==> config.mk <==
export PLATFORM = sky130hd
export DESIGN_NAME = i2ctr_slave_rx
export DESIGN_NICKNAME = d
export VERILOG_FILES = /design/src/i2ctr_skid_buf.v /design/src/i2ctr_slave_rx.v
export VERILOG_INCLUDE_DIRS = /design/src
export SDC_FILE = /design/constraint.sdc
export NUM_CORES = 1
export LEC_CHECK = 0
export BUFFER_PORTS_ARGS = -buffer_cell sky130_fd_sc_hd__buf_2
export CAP_MARGIN = 20
export CORE_ASPECT_RATIO = 0.7
export CORE_MARGIN = 5
export CORE_UTILIZATION = 50
export CTS_BUF_LIST = sky130_fd_sc_hd__clkbuf_4
export CTS_CLUSTER_SIZE = 20
export DETAILED_ROUTE_END_ITERATION = 7
export PLACE_DENSITY = 0.71
export SETUP_SLACK_MARGIN = 0.05
export SYNTH_ARGS = -nofsm -noshare
export SYNTH_HDL_FRONTEND = slang
export SYNTH_HIERARCHICAL = 1
export SYNTH_SLANG_ARGS = --single-unit
==> constraint.sdc <==
create_clock -name ref_clk -period 2.9 [get_ports ref_clk]
set_input_delay 0.58 -clock ref_clk [delete_from_list [all_inputs] [get_ports ref_clk]]
set_output_delay 0.58 -clock ref_clk [all_outputs]
set_load 0.005 [all_outputs]
==> src/i2ctr_map.vh <==
// i2ctr_map.vh: constants for the ten-bit i2c slave receiver
// assumes: included by bare name from the design files
`ifndef I2CTR_MAP_VH
`define I2CTR_MAP_VH
// ===========================================
// address byte layout
`define I2CTR_PREFIX_MSB     7
`define I2CTR_PREFIX_LSB     3
`define I2CTR_PREFIX_VAL     5'h1e
`define I2CTR_HIADDR_MSB     2
`define I2CTR_HIADDR_LSB     1
`define I2CTR_RW_BIT         0
// ===========================================
// reset values
`define I2CTR_BYTE_RST       8'h00
`define I2CTR_CNT_RST        4'h0
// ===========================================
// bit counts
`define I2CTR_ACK_BIT        4'h8
`define I2CTR_LAST_BIT       4'h9
`endif

==> src/i2ctr_skid_buf.v <==
// i2ctr_skid_buf.v: two-entry valid/ready buffer for received bytes
// assumes: source and sink run on the same clock as the buffer
`timescale 1ns/1ps
module i2ctr_skid_buf #(
   parameter WIDTH = 8,
   parameter DEPTH = 2
) (
   input  wire             ref_clk,   // system clock
   input  wire             rstn,      // async reset, active low
   input  wire [WIDTH-1:0] inData,    // word from source
   input  wire             inValid,   // source has a word
   output wire             inReady,   // buffer can take a word
   output wire [WIDTH-1:0] outData,   // head word
   output wire             outValid,  // head word present
   input  wire             outReady   // sink takes head word
);
   // ===========================================
   // storage and pointers
   reg [WIDTH-1:0] mem [0:DEPTH-1];   // word store
   reg             wrPtr_reg;         // write pointer
   reg             rdPtr_reg;         // read pointer
   reg [1:0]       count_reg;         // words held
   wire            doWrite;           // accepted push
   wire            doRead;            // accepted pop
   assign inReady  = (count_reg != 2'd2);
   assign outValid = (count_reg != 2'd0);
   assign outData  = mem[rdPtr_reg];
   assign doWrite  = inValid & inReady;
   assign doRead   = outValid & outReady;
   // store the word
   always @(posedge ref_clk) begin
      if (doWrite) begin
         mem[wrPtr_reg] <= inData;
      end
   end
   // pointer and count update
   always @(posedge ref_clk or negedge rstn) begin
      if (!rstn) begin
         wrPtr_reg <= 1'b0;
         rdPtr_reg <= 1'b0;
         count_reg <= 2'd0;
      end else begin
         if (doWrite) begin
            wrPtr_reg <= ~wrPtr_reg;
         end
         if (doRead) begin
            rdPtr_reg <= ~rdPtr_reg;
         end
         if (doWrite & ~doRead) begin
            count_reg <= count_reg + 2'd1;
         end else if (doRead & ~doWrite) begin
            count_reg <= count_reg - 2'd1;
         end
      end
   end
endmodule

==> src/i2ctr_slave_rx.v <==
// i2ctr_slave_rx.v: i2c target receiver with ten-bit addressing and stretch
// assumes: scl/sda arrive from pins, bus clock slow against ref_clk;
//          software side is a plain flag/strobe interface on ref_clk
`timescale 1ns/1ps
`include "i2ctr_map.vh"
module i2ctr_slave_rx (
   input  wire       ref_clk,          // system clock, 25 MHz
   input  wire       rstn,             // async reset, active low
   input  wire       sclIn,            // serial_clock_line pin level
   output reg        sclOut,           // clock pin drive value (low)
   output reg        sclOe,            // clock pin drive enable
   input  wire       sdaIn,            // data pin level
   output reg        sdaOut,           // data pin drive value (low)
   output reg        sdaOe,            // data pin drive enable
   input  wire [7:0] ownAddrWrData,    // own_address_reg write data
   input  wire       ownAddrWr,        // own_address_reg write strobe
   input  wire       startIrqEn,       // irq on start enable
   input  wire       stretchEnable,    // stretch_enable bit
   input  wire       addrHoldEn,       // addr_hold_en bit
   input  wire       dataHoldEn,       // data_hold_en bit
   input  wire       clockReleaseSet,  // software sets clock_release
   input  wire       irqFlagClr,       // software clears port_irq_flag
   input  wire       bufRead,          // rx_tx_buffer read strobe
   output reg  [7:0] rxBuffer,         // rx_tx_buffer contents
   output reg        bufferFull,       // buffer_full flag
   output reg        portIrqFlag,      // port_irq_flag
   output reg        addrUpdateReq,    // addr_update_req flag
   output reg        startSeen,        // start status bit
   output reg        stopSeen,         // stop status bit
   output reg        clockRelease,     // clock_release bit
   output reg  [7:0] ownAddress        // own_address_reg readback
);
   // ===========================================
   // states
   localparam ST_IDLE = 3'd0;  // waiting for start
   localparam ST_HIGH = 3'd1;  // high address byte
   localparam ST_LOW  = 3'd2;  // low address byte
   localparam ST_DATA = 3'd3;  // data bytes
   localparam ST_SKIP = 3'd4;  // not addressed, wait stop
   // ST_SKIP ignores bits until the next start or stop
   // ===========================================
   // synchronisers and edges
   reg  [1:0] sclSync_reg;      // scl two-stage sync
   reg  [1:0] sdaSync_reg;      // sda two-stage sync
   reg        sclPrev_reg;      // scl last sample
   reg        sdaPrev_reg;      // sda last sample
   wire       sclRise;          // scl rising
   wire       sclFall;          // scl falling
   wire       startEv;          // start or repeated start
   wire       stopEv;           // stop
   // protocol state
   reg  [2:0] state_reg;        // protocol state
   reg  [3:0] bitCnt_reg;       // bits of current byte
   reg  [7:0] shift_reg;        // incoming byte
   reg        ackPend_reg;      // ack due on ninth pulse
   reg        isAddr_reg;       // byte in flight is address
   reg        stretch_reg;      // hold clock low
   reg        lowPend_reg;      // stretch waiting for address write
   reg        byteDone_reg;     // one-cycle byte complete pulse
   reg  [7:0] doneByte_reg;     // byte just completed
   reg        doneMatch_reg;    // completed byte matched
   reg        doneData_reg;     // completed byte is data
   // buffer link
   wire [7:0] bufOutData;       // head byte
   wire       bufOutValid;      // head present
   wire       bufInReady;       // buffer has space
   wire       bufPop;           // move head into rxBuffer
   wire       hiMatch;          // high byte address compare
   wire       loMatch;          // low byte compare
   // ===========================================
   // pin sampling
   // two flops per pin before any logic reads the level
   always @(posedge ref_clk or negedge rstn) begin
      if (!rstn) begin
         sclSync_reg <= 2'b11;
         sdaSync_reg <= 2'b11;
         sclPrev_reg <= 1'b1;
         sdaPrev_reg <= 1'b1;
      end else begin
         sclSync_reg <= {sclSync_reg[0], sclIn};
         sdaSync_reg <= {sdaSync_reg[0], sdaIn};
         sclPrev_reg <= sclSync_reg[1];
         sdaPrev_reg <= sdaSync_reg[1];
      end
   end
   // edges from the synchronised level against its last sample
   assign sclRise = sclSync_reg[1] & ~sclPrev_reg;
   assign sclFall = ~sclSync_reg[1] & sclPrev_reg;
   // start: data falls with clock high; stop: data rises
   assign startEv = sclSync_reg[1] & sclPrev_reg & sdaPrev_reg & ~sdaSync_reg[1];
   assign stopEv  = sclSync_reg[1] & sclPrev_reg & ~sdaPrev_reg & sdaSync_reg[1];
   // ===========================================
   // address compare on the assembled byte
   // prefix, two upper bits, write direction
   assign hiMatch = (shift_reg[`I2CTR_PREFIX_MSB:`I2CTR_PREFIX_LSB] == `I2CTR_PREFIX_VAL)
                  & (shift_reg[`I2CTR_HIADDR_MSB:`I2CTR_HIADDR_LSB]
                     == ownAddress[`I2CTR_HIADDR_MSB:`I2CTR_HIADDR_LSB])
                  & ~shift_reg[`I2CTR_RW_BIT];
   // low byte needs all eight bits of the own address
   assign loMatch = (shift_reg == ownAddress);
   // ===========================================
   // bus protocol engine
   always @(posedge ref_clk or negedge rstn) begin
      if (!rstn) begin
         state_reg     <= ST_IDLE;
         bitCnt_reg    <= `I2CTR_CNT_RST;
         shift_reg     <= `I2CTR_BYTE_RST;
         ackPend_reg   <= 1'b0;
         isAddr_reg    <= 1'b0;
         byteDone_reg  <= 1'b0;
         doneByte_reg  <= `I2CTR_BYTE_RST;
         doneMatch_reg <= 1'b0;
         doneData_reg  <= 1'b0;
         sdaOut        <= 1'b0;
         sdaOe         <= 1'b0;
      end else begin
         byteDone_reg <= 1'b0;
         // pin values stay low; only the enables move
         sdaOut       <= 1'b0;
         if (startEv) begin
            // fresh address phase on start
            state_reg   <= ST_HIGH;
            bitCnt_reg  <= `I2CTR_CNT_RST;
            ackPend_reg <= 1'b0;
            sdaOe       <= 1'b0;
         end else if (stopEv) begin
            // stop ends the transfer
            state_reg   <= ST_IDLE;
            bitCnt_reg  <= `I2CTR_CNT_RST;
            ackPend_reg <= 1'b0;
            sdaOe       <= 1'b0;
         end else if (state_reg != ST_IDLE && state_reg != ST_SKIP) begin
            if (sclRise && bitCnt_reg < `I2CTR_ACK_BIT) begin
               // sample a data bit, msb first
               shift_reg  <= {shift_reg[6:0], sdaSync_reg[1]};
               bitCnt_reg <= bitCnt_reg + 4'h1;
            end else if (sclRise && bitCnt_reg == `I2CTR_ACK_BIT) begin
               // ninth pulse high: ack being sampled by master
               bitCnt_reg <= `I2CTR_LAST_BIT;
            end else if (sclFall && bitCnt_reg == `I2CTR_ACK_BIT) begin
               // eighth falling edge: byte complete, decide ack
               byteDone_reg  <= 1'b1;
               doneByte_reg  <= shift_reg;
               doneData_reg  <= (state_reg == ST_DATA);
               isAddr_reg    <= (state_reg != ST_DATA);
               // remember whether the byte belongs to us
               case (state_reg)
                  ST_HIGH: doneMatch_reg <= hiMatch;
                  ST_LOW:  doneMatch_reg <= loMatch;
                  ST_DATA: doneMatch_reg <= 1'b1;
                  default: doneMatch_reg <= 1'b0;
               endcase
               case (state_reg)
                  // ack only matched addresses and data
                  ST_HIGH: sdaOe <= hiMatch;
                  ST_LOW:  sdaOe <= loMatch;
                  default: sdaOe <= 1'b1;
               endcase
               case (state_reg)
                  ST_HIGH: ackPend_reg <= hiMatch;
                  ST_LOW:  ackPend_reg <= loMatch;
                  default: ackPend_reg <= 1'b1;
               endcase
            end else if (sclFall && bitCnt_reg == `I2CTR_LAST_BIT) begin
               // ninth pulse over: release data, next byte
               // a refused address parks the engine in ST_SKIP
               sdaOe       <= 1'b0;
               ackPend_reg <= 1'b0;
               bitCnt_reg  <= `I2CTR_CNT_RST;
               case (state_reg)
                  ST_HIGH: state_reg <= ackPend_reg ? ST_LOW : ST_SKIP;
                  ST_LOW:  state_reg <= ackPend_reg ? ST_DATA : ST_SKIP;
                  ST_DATA: state_reg <= ST_DATA;
                  default: state_reg <= ST_SKIP;
               endcase
            end
         end
      end
   end
   // ===========================================
   // received byte buffering; a matched byte that finds the buffer full
   // is dropped, which the stretch mechanism prevents in normal use
   // (bufInReady is left for observation only)
   i2ctr_skid_buf #(
      .WIDTH (8),
      .DEPTH (2)
   ) u_buf (
      .ref_clk  (ref_clk),
      .rstn     (rstn),
      .inData   (doneByte_reg),
      .inValid  (byteDone_reg & doneMatch_reg),
      .inReady  (bufInReady),
      .outData  (bufOutData),
      .outValid (bufOutValid),
      .outReady (bufPop)
   );
   // head moves to software view once previous byte was read
   assign bufPop = bufOutValid & (~bufferFull | bufRead);
   // ===========================================
   // software-visible flags
   always @(posedge ref_clk or negedge rstn) begin
      if (!rstn) begin
         rxBuffer      <= `I2CTR_BYTE_RST;
         bufferFull    <= 1'b0;
         portIrqFlag   <= 1'b0;
         addrUpdateReq <= 1'b0;
         startSeen     <= 1'b0;
         stopSeen      <= 1'b0;
         clockRelease  <= 1'b1;
         ownAddress    <= `I2CTR_BYTE_RST;
         stretch_reg   <= 1'b0;
         lowPend_reg   <= 1'b0;
      end else begin
         // own address write, ends address stretch
         if (ownAddrWr) begin
            ownAddress  <= ownAddrWrData;
            lowPend_reg <= 1'b0;
         end
         // buffer full: set by pop wins over read clear
         if (bufPop) begin
            rxBuffer   <= bufOutData;
            bufferFull <= 1'b1;
         end else if (bufRead) begin
            bufferFull <= 1'b0;
         end
         // start and stop status
         if (startEv) begin
            startSeen <= 1'b1;
            stopSeen  <= 1'b0;
         end else if (stopEv) begin
            startSeen <= 1'b0;
            stopSeen  <= 1'b1;
         end
         // interrupt flag: any set beats software clear; a foreign
         // high byte raises nothing, a low mismatch still interrupts
         if ((startEv & startIrqEn)
             | (byteDone_reg & (doneMatch_reg | (isAddr_reg & (state_reg == ST_LOW))))) begin
            portIrqFlag <= 1'b1;
         end else if (irqFlagClr) begin
            portIrqFlag <= 1'b0;
         end
         // address update request, raised after a matched high byte and after every low byte
         // state still names the byte's phase here: the low byte raises it
         // even on mismatch so software can restore the high address
         if (byteDone_reg & ~doneData_reg & (doneMatch_reg | (state_reg == ST_LOW))) begin
            addrUpdateReq <= 1'b1;
         end else if (ownAddrWr) begin
            addrUpdateReq <= 1'b0;
         end
         // clock_release: data stretch clears it, mismatch leaves it
         if (byteDone_reg & doneData_reg & (stretchEnable | dataHoldEn)) begin
            clockRelease <= 1'b0;
         end else if (byteDone_reg & ~doneData_reg & doneMatch_reg & addrHoldEn) begin
            clockRelease <= 1'b0;
         end else if (clockReleaseSet) begin
            clockRelease <= 1'b1;
         end
         // high address matched: wait for software address reload
         if (byteDone_reg & ~doneData_reg & doneMatch_reg & (state_reg == ST_HIGH)) begin
            lowPend_reg <= 1'b1;
         end
         if (startEv | stopEv) begin
            lowPend_reg <= 1'b0;
         end
         // registered so the clock drive sees one clean request
         stretch_reg <= lowPend_reg | ~clockRelease;
      end
   end
   // ===========================================
   // clock line drive: hold low during ack-end low phase when stretching
   // only pulled while the wire already reads low, so no high phase is cut
   always @(posedge ref_clk or negedge rstn) begin
      if (!rstn) begin
         sclOut <= 1'b0;
         sclOe  <= 1'b0;
      end else begin
         sclOut <= 1'b0;
         if (stopEv | startEv) begin
            sclOe <= 1'b0;
         end else if (stretch_reg & ~sclSync_reg[1] & (bitCnt_reg == `I2CTR_CNT_RST)
                      & (state_reg != ST_IDLE) & (state_reg != ST_SKIP)) begin
            sclOe <= 1'b1;
         end else if (~stretch_reg) begin
            sclOe <= 1'b0;
         end
      end
   end
endmodule

# Word level (Yosys, flattened, before mapping)
# Memories as Yosys holds them, arrays and structs flattened. A register that Yosys moved wholly into a read port is not among the register bits.
# Cells that the tools add are included.
# op_classes
bitwise	52
n_eq_ne	16
n_mux	54
magnitude_cmp	1
n_addsub	3
n_reduce_logical	25
# op_table
op	count
two-way mux 1 bit	33
bitwise AND 1 bit	29
two-way mux 4 bit	7
two-way mux 3 bit	9
NOT 1 bit	16
nonzero test 3 bit	5
!= test 3 bit, second input constant	4
nonzero test 2 bit	6
one-hot mux 3 bit (3 select lines)	1
== test 4 bit, second input constant	2
== test 8 bit	1
AND reduction 4 bit	2
OR 1 bit	7
== test 3 x 2 -> 1 bit, second input constant	2
AND reduction 6 bit	1
== test 5 bit, second input constant	1
logical AND 1 bit	5
!= test 5 bit, second input constant	1
AND reduction 5 bit	1
nonzero test 5 bit	1
adder 4 x 1 -> 4 bit, second input constant	1
logical NOT 4 bit	1
< comparator 4 bit, second input constant	1
two-way mux 2 bit	2
12 further kinds	12
# totals
wordCells	178
reg_bits	55
output_inout_bits	26
ramBits	16
mem_count	1
# memory_table
memory	words	word_bits	read_ports	rd_ports_with_merged_regs	write_ports	line_no	text
u_buf.mem	2	8	1	1	1	i2ctr_skid_buf.v:19	reg [WIDTH-1:0] mem [0:DEPTH-1];

# Longest topological paths before layout
# logic_depth
depth_word	10
ltp_mapped	8
depth_no_buf	8

# By module
# Netlist, hierarchy kept.
# by_module_without_submodules
mod	area_each_um2	instances	cells_each
i2ctr_slave_rx	2756.4	1	220
i2ctr_skid_buf	787.0	1	43

# Worst setup path before layout
# Ideal clock, no wire load.
# synth_timing
path_type	input to register
startpoint	input bufRead
endpoint	register u_buf.count_reg[1]
t_required_ns	2.774
arrival_time_ns	1.586
n_path_buf	0
path_stages	8
slack_ns	1.188
cell_sequence	nand2b_1 nand2_1 inv_1 nand2_4 ha_1 xor2_1 nor2_1 xor2_1
# synth_between
elab_chain_len	6
elab_cells_between_ends	8
# synth_lines
item	line_no	text
from (decl)	i2ctr_slave_rx.v:23	input wire bufRead,
OR 1 bit (*)	i2ctr_slave_rx.v:198	assign bufPop = bufOutValid & (~bufferFull | bufRead);
bitwise AND 1 bit (*)	i2ctr_slave_rx.v:198	
net bufPop	i2ctr_slave_rx.v:67	wire bufPop;
bitwise AND 1 bit (*)	i2ctr_skid_buf.v:29	assign doRead = outValid & outReady;
NOT 1 bit	i2ctr_skid_buf.v:49	if (doWrite & ~doRead) begin
bitwise AND 1 bit	i2ctr_skid_buf.v:49	
two-way mux 2 bit / nonzero test 2 bit (equally long branches)	--	
to (signal assigned)	i2ctr_skid_buf.v:50	count_reg <= count_reg + 2'd1;
to (signal assigned)	i2ctr_skid_buf.v:52	count_reg <= count_reg - 2'd1;
to (decl)	i2ctr_skid_buf.v:22	reg [1:0] count_reg;
# Mark *: on every way through the listed nets, which the timed path passes. The rest lies on a longest branch.
# A chain may end at the register's enable or synchronous reset.

# Worst setup path after layout
# layout_timing
startpoint	register u_buf.count_reg[0]
endpoint	register u_buf.count_reg[1]
# layout_between
elab_chain_len	6
elab_cells_between_ends	14
# layout_lines
item	line_no	text
nonzero test 2 bit (*)	i2ctr_skid_buf.v:26	assign outValid = (count_reg != 2'd0);
net bufOutValid	i2ctr_slave_rx.v:65	wire bufOutValid;
bitwise AND 1 bit (*)	i2ctr_slave_rx.v:198	
net bufPop	i2ctr_slave_rx.v:67	
bitwise AND 1 bit (*)	i2ctr_skid_buf.v:29	
NOT 1 bit	i2ctr_skid_buf.v:49	
bitwise AND 1 bit	i2ctr_skid_buf.v:49	
two-way mux 2 bit / nonzero test 2 bit (equally long branches)	--	
# Mark *: on every way through the listed nets, which the timed path passes. The rest lies on a longest branch. The select of a mux whose other input is x is not followed.

==> metrics.md <==
| Metric | Value |
|---|---|
| CP bufs+invs | 1 |
| Slowest stage delay, CP | 440 ps |
| CTS tree | built |
| Placed cells | 393 |
| Filler Cell Count | 593 |
| Max-cap viol count | 0 |
| Minimum clock period | 1870 ps |
| Drc violations | 0 |
| Ant. Diodes | 0 |
| Avg Vias per Cell | 5.23 |
| Sequential Area | 2070 um2 |
| TritonCTS Buffers | 9 |
| Cell count after synthesis | 263 |
| Die area | 8900 um2 |
| Maximum VDD drop | 0.350 mV |
| Standby leakage power | 1.90 nW |
| Status | complete, no violations |
| Post-synth top flop | dfrtp_1 |
| Register area share after synthesis | 58.3% |
| Final instance area | 3960 um2 |
| Detailed Routing Iterations Pass 1 | 4 |
| WL final | 6440 um |
| Final Net Count | 334 |
| Max FFs per register | 16 |
| Post-CTS sizing | 0 |
| Final worst slack | 1030 ps |
| Clk_skew | 10.3 ps |
| CP required | 3230 ps |
| Detail Placement HPWL | 4660 um |
| Setup Buffers After CTS | 0 |
| Cts hold-fix bufs | 0 |
| Final setup fails | 0 |
| Crit share post-route | 64.6% |
| Die height | 80.4 um |
| PwrDens | 561 nW/um2 |
| Worst slew pin tran | 772 ps |
| H-tree depth | 3 |
| Vias in the first global route | 2122 |
| Final Slew Violations | 0 |
| Place WS | 932 ps |
| Vias | 2140 |
| Synth-to-Final Area Change | 11.9% |
| Syn Area/Cell | 13.5 um2 |
| Multi-input gate area | 1390 um2 |
| Core footprint | 6820 um2 |
| Final Hold Fails | 0 |
| Clock transition at path regs | 130 ps |
| CP endpoint kind | flop |
| DR iter-0 viols | 103 |
| Longest Clk Path Bufs | 2 |
| TNS Setup | 0 ps |
| Family with the most delay on the worst path | simple AND/OR/NAND/NOR gates |
| Synth Cell Area | 3540 um2 |
| Power Total | 2.22 mW |
| Crit-path cells | or2_4 -> nand2_1 -> inv_1 -> nand2_4 -> ha_1 -> nor2_1 -> xor2_1 |
| ANT nets after route | 0 |
| Buffers on Ports | 43 |
| EDFF count, synth | 16 |
| Gr ovfl total | 0 |
| Top-level I/O count | 46 |
| Worst Path Max Fanout | 9 |
| Crit start category | flop |
| #FFs+latches synth | 79 |
| # rows | 25 |
| Share of layout cells above drive strength 1 | 36.8% |
| Crit-path slowest cell | dfrtp_1 |
| Die Width | 111 um |
| Most flop-heavy register | u_buf/mem |
| Distinct cells, synth | 63 |
| RSZ-0062 raised after global routing | no |
| WS Path Type | flop to flop |
| Initial Utilization | 52.0% |
| First-pass GRT wire length | 11100 um |
| Asr flop ratio synth | 79.7% |
| Clk Latency, worst-skew pair | 410 ps |
| Initial antenna violation count | 0 |
| Commonest non-fill, non-tap cell in the layout | dfrtp_1 |
| DP Area | 3820 um2 |
| Clk root buf | clkbuf_4 |
| Clock Sinks | 79 |
| Pin count of the biggest net entering global routing | 64 |
| Commonest non-fill, non-tap cells in the layout | dfrtp_1, buf_2, mux2_2, edfxtp_1 |
| Max_slew headroom | 48.5% |
| Gr usage total | 16.0% |
| Drt wl/cell | 15.8 um |
| Hold/Removal Path Class | primary input to flop |
| Placer Congestion | 0.856 |
| Yosys warning total | 6 |
| Cell Count, Final, Fillers Out | 409 |
| Fmax | 534 MHz |
| WP data arrival | 2200 ps |
## Yosys cell counts, types with 3 or more instances
cell type	count	share of area, %
edfxtp_1	16	14
xor2_1	8	2.0
nor4_1	3	0.53
dfstp_2	7	5.2
mux2_4	7	3.0
o21ai_0	11	1.6
nand2_1	10	1.1
nand2b_1	6	1.1
inv_1	8	0.85
ha_1	4	1.4
xnor2_1	6	1.5
mux2_2	26	8.3
mux2_1	8	2.5
nor2_1	11	1.2
nor3_1	4	0.56
dfrtp_1	56	40
nor2b_1	4	0.71
a21oi_1	7	0.99
buf_4	5	1.1
## kinds of logic (layout without fill, tap and decap cells)
group | count (synthesis) | in the layout | synth area share, %
xor+xnor | 15 | 15 | 3.92
mux | 43 | 43 | 14.3
flops | 79 | 79 | 58.3
other cells | 1 | 2 | 0.106
fa+ha+maj | 4 | 4 | 1.41
compound gates | 40 | 40 | 8.12
simple gates | 63 | 63 | 11.1
buf+inv | 18 | 69 | 2.72
## stage by stage
step / util [%] / hold WS (ps)
floorplan: - / 284
global placement: 56.1 / 346
detailed placement: 56.1 / 347
CTS: 58.1 / 220
global route: 58.1 / 216
finish: 58.1 / 252
## path summary, 6_finish.rpt
check	startpoint	endpoint	slack [ps]	cells after the start
max	u_buf/count_reg[0]$_DFFE_PN0P_	u_buf/count_reg[1]$_DFFE_PN0P_	1030	7
min	sclIn	sclSync_reg[0]$_DFF_PN1_	250	1
max reg2reg	u_buf/count_reg[0]$_DFFE_PN0P_	u_buf/count_reg[1]$_DFFE_PN0P_	1030	7
min reg2reg	sclSync_reg[0]$_DFF_PN1_	sclSync_reg[1]$_DFF_PN1_	360	0
max in group asynchronous	rstn	bufferFull$_DFFE_PN0P_	2080	2
min in group asynchronous	rstn	ownAddress[4]$_DFFE_PN0P_	310	2
## per-layer routing
metal	wire length (um)	global-route usage, %	vias to the layer above
met4	78	4.80	0
met3	453	5.12	7
li1	-	-	1043
met5	0	0	-
met1	3510	24.8	1029
met2	2400	20.8	61
## area by class of cell
cell class	count	area share, %
multi-input cells	167	34.9
well taps	94	2.97
clock buffers	9	1.70
flip-flops and latches	79	52.1
inverters	9	0.852
clock inverters	7	1.80
repair buffers	44	5.62
## worst register-to-register path: cells and delay by family, from the launching register on
| family | cells | cell delay (ps) |
|---|---|---|
| and+or+nand+nor | 4 | 800 |
| xor gates and xnor gates | 1 | 180 |
| adders and majority gates | 1 | 240 |
| buffers and inverters | 1 | 130 |
| DFF | 1 | 440 |
## where the power goes
group          internal [mW]  total, mW  switching (mW)
clock                  0.264      0.639           0.374
combinational          0.134      0.280           0.146
sequential              1.20       1.30           0.100
Power figures use the tool's default switching activity.
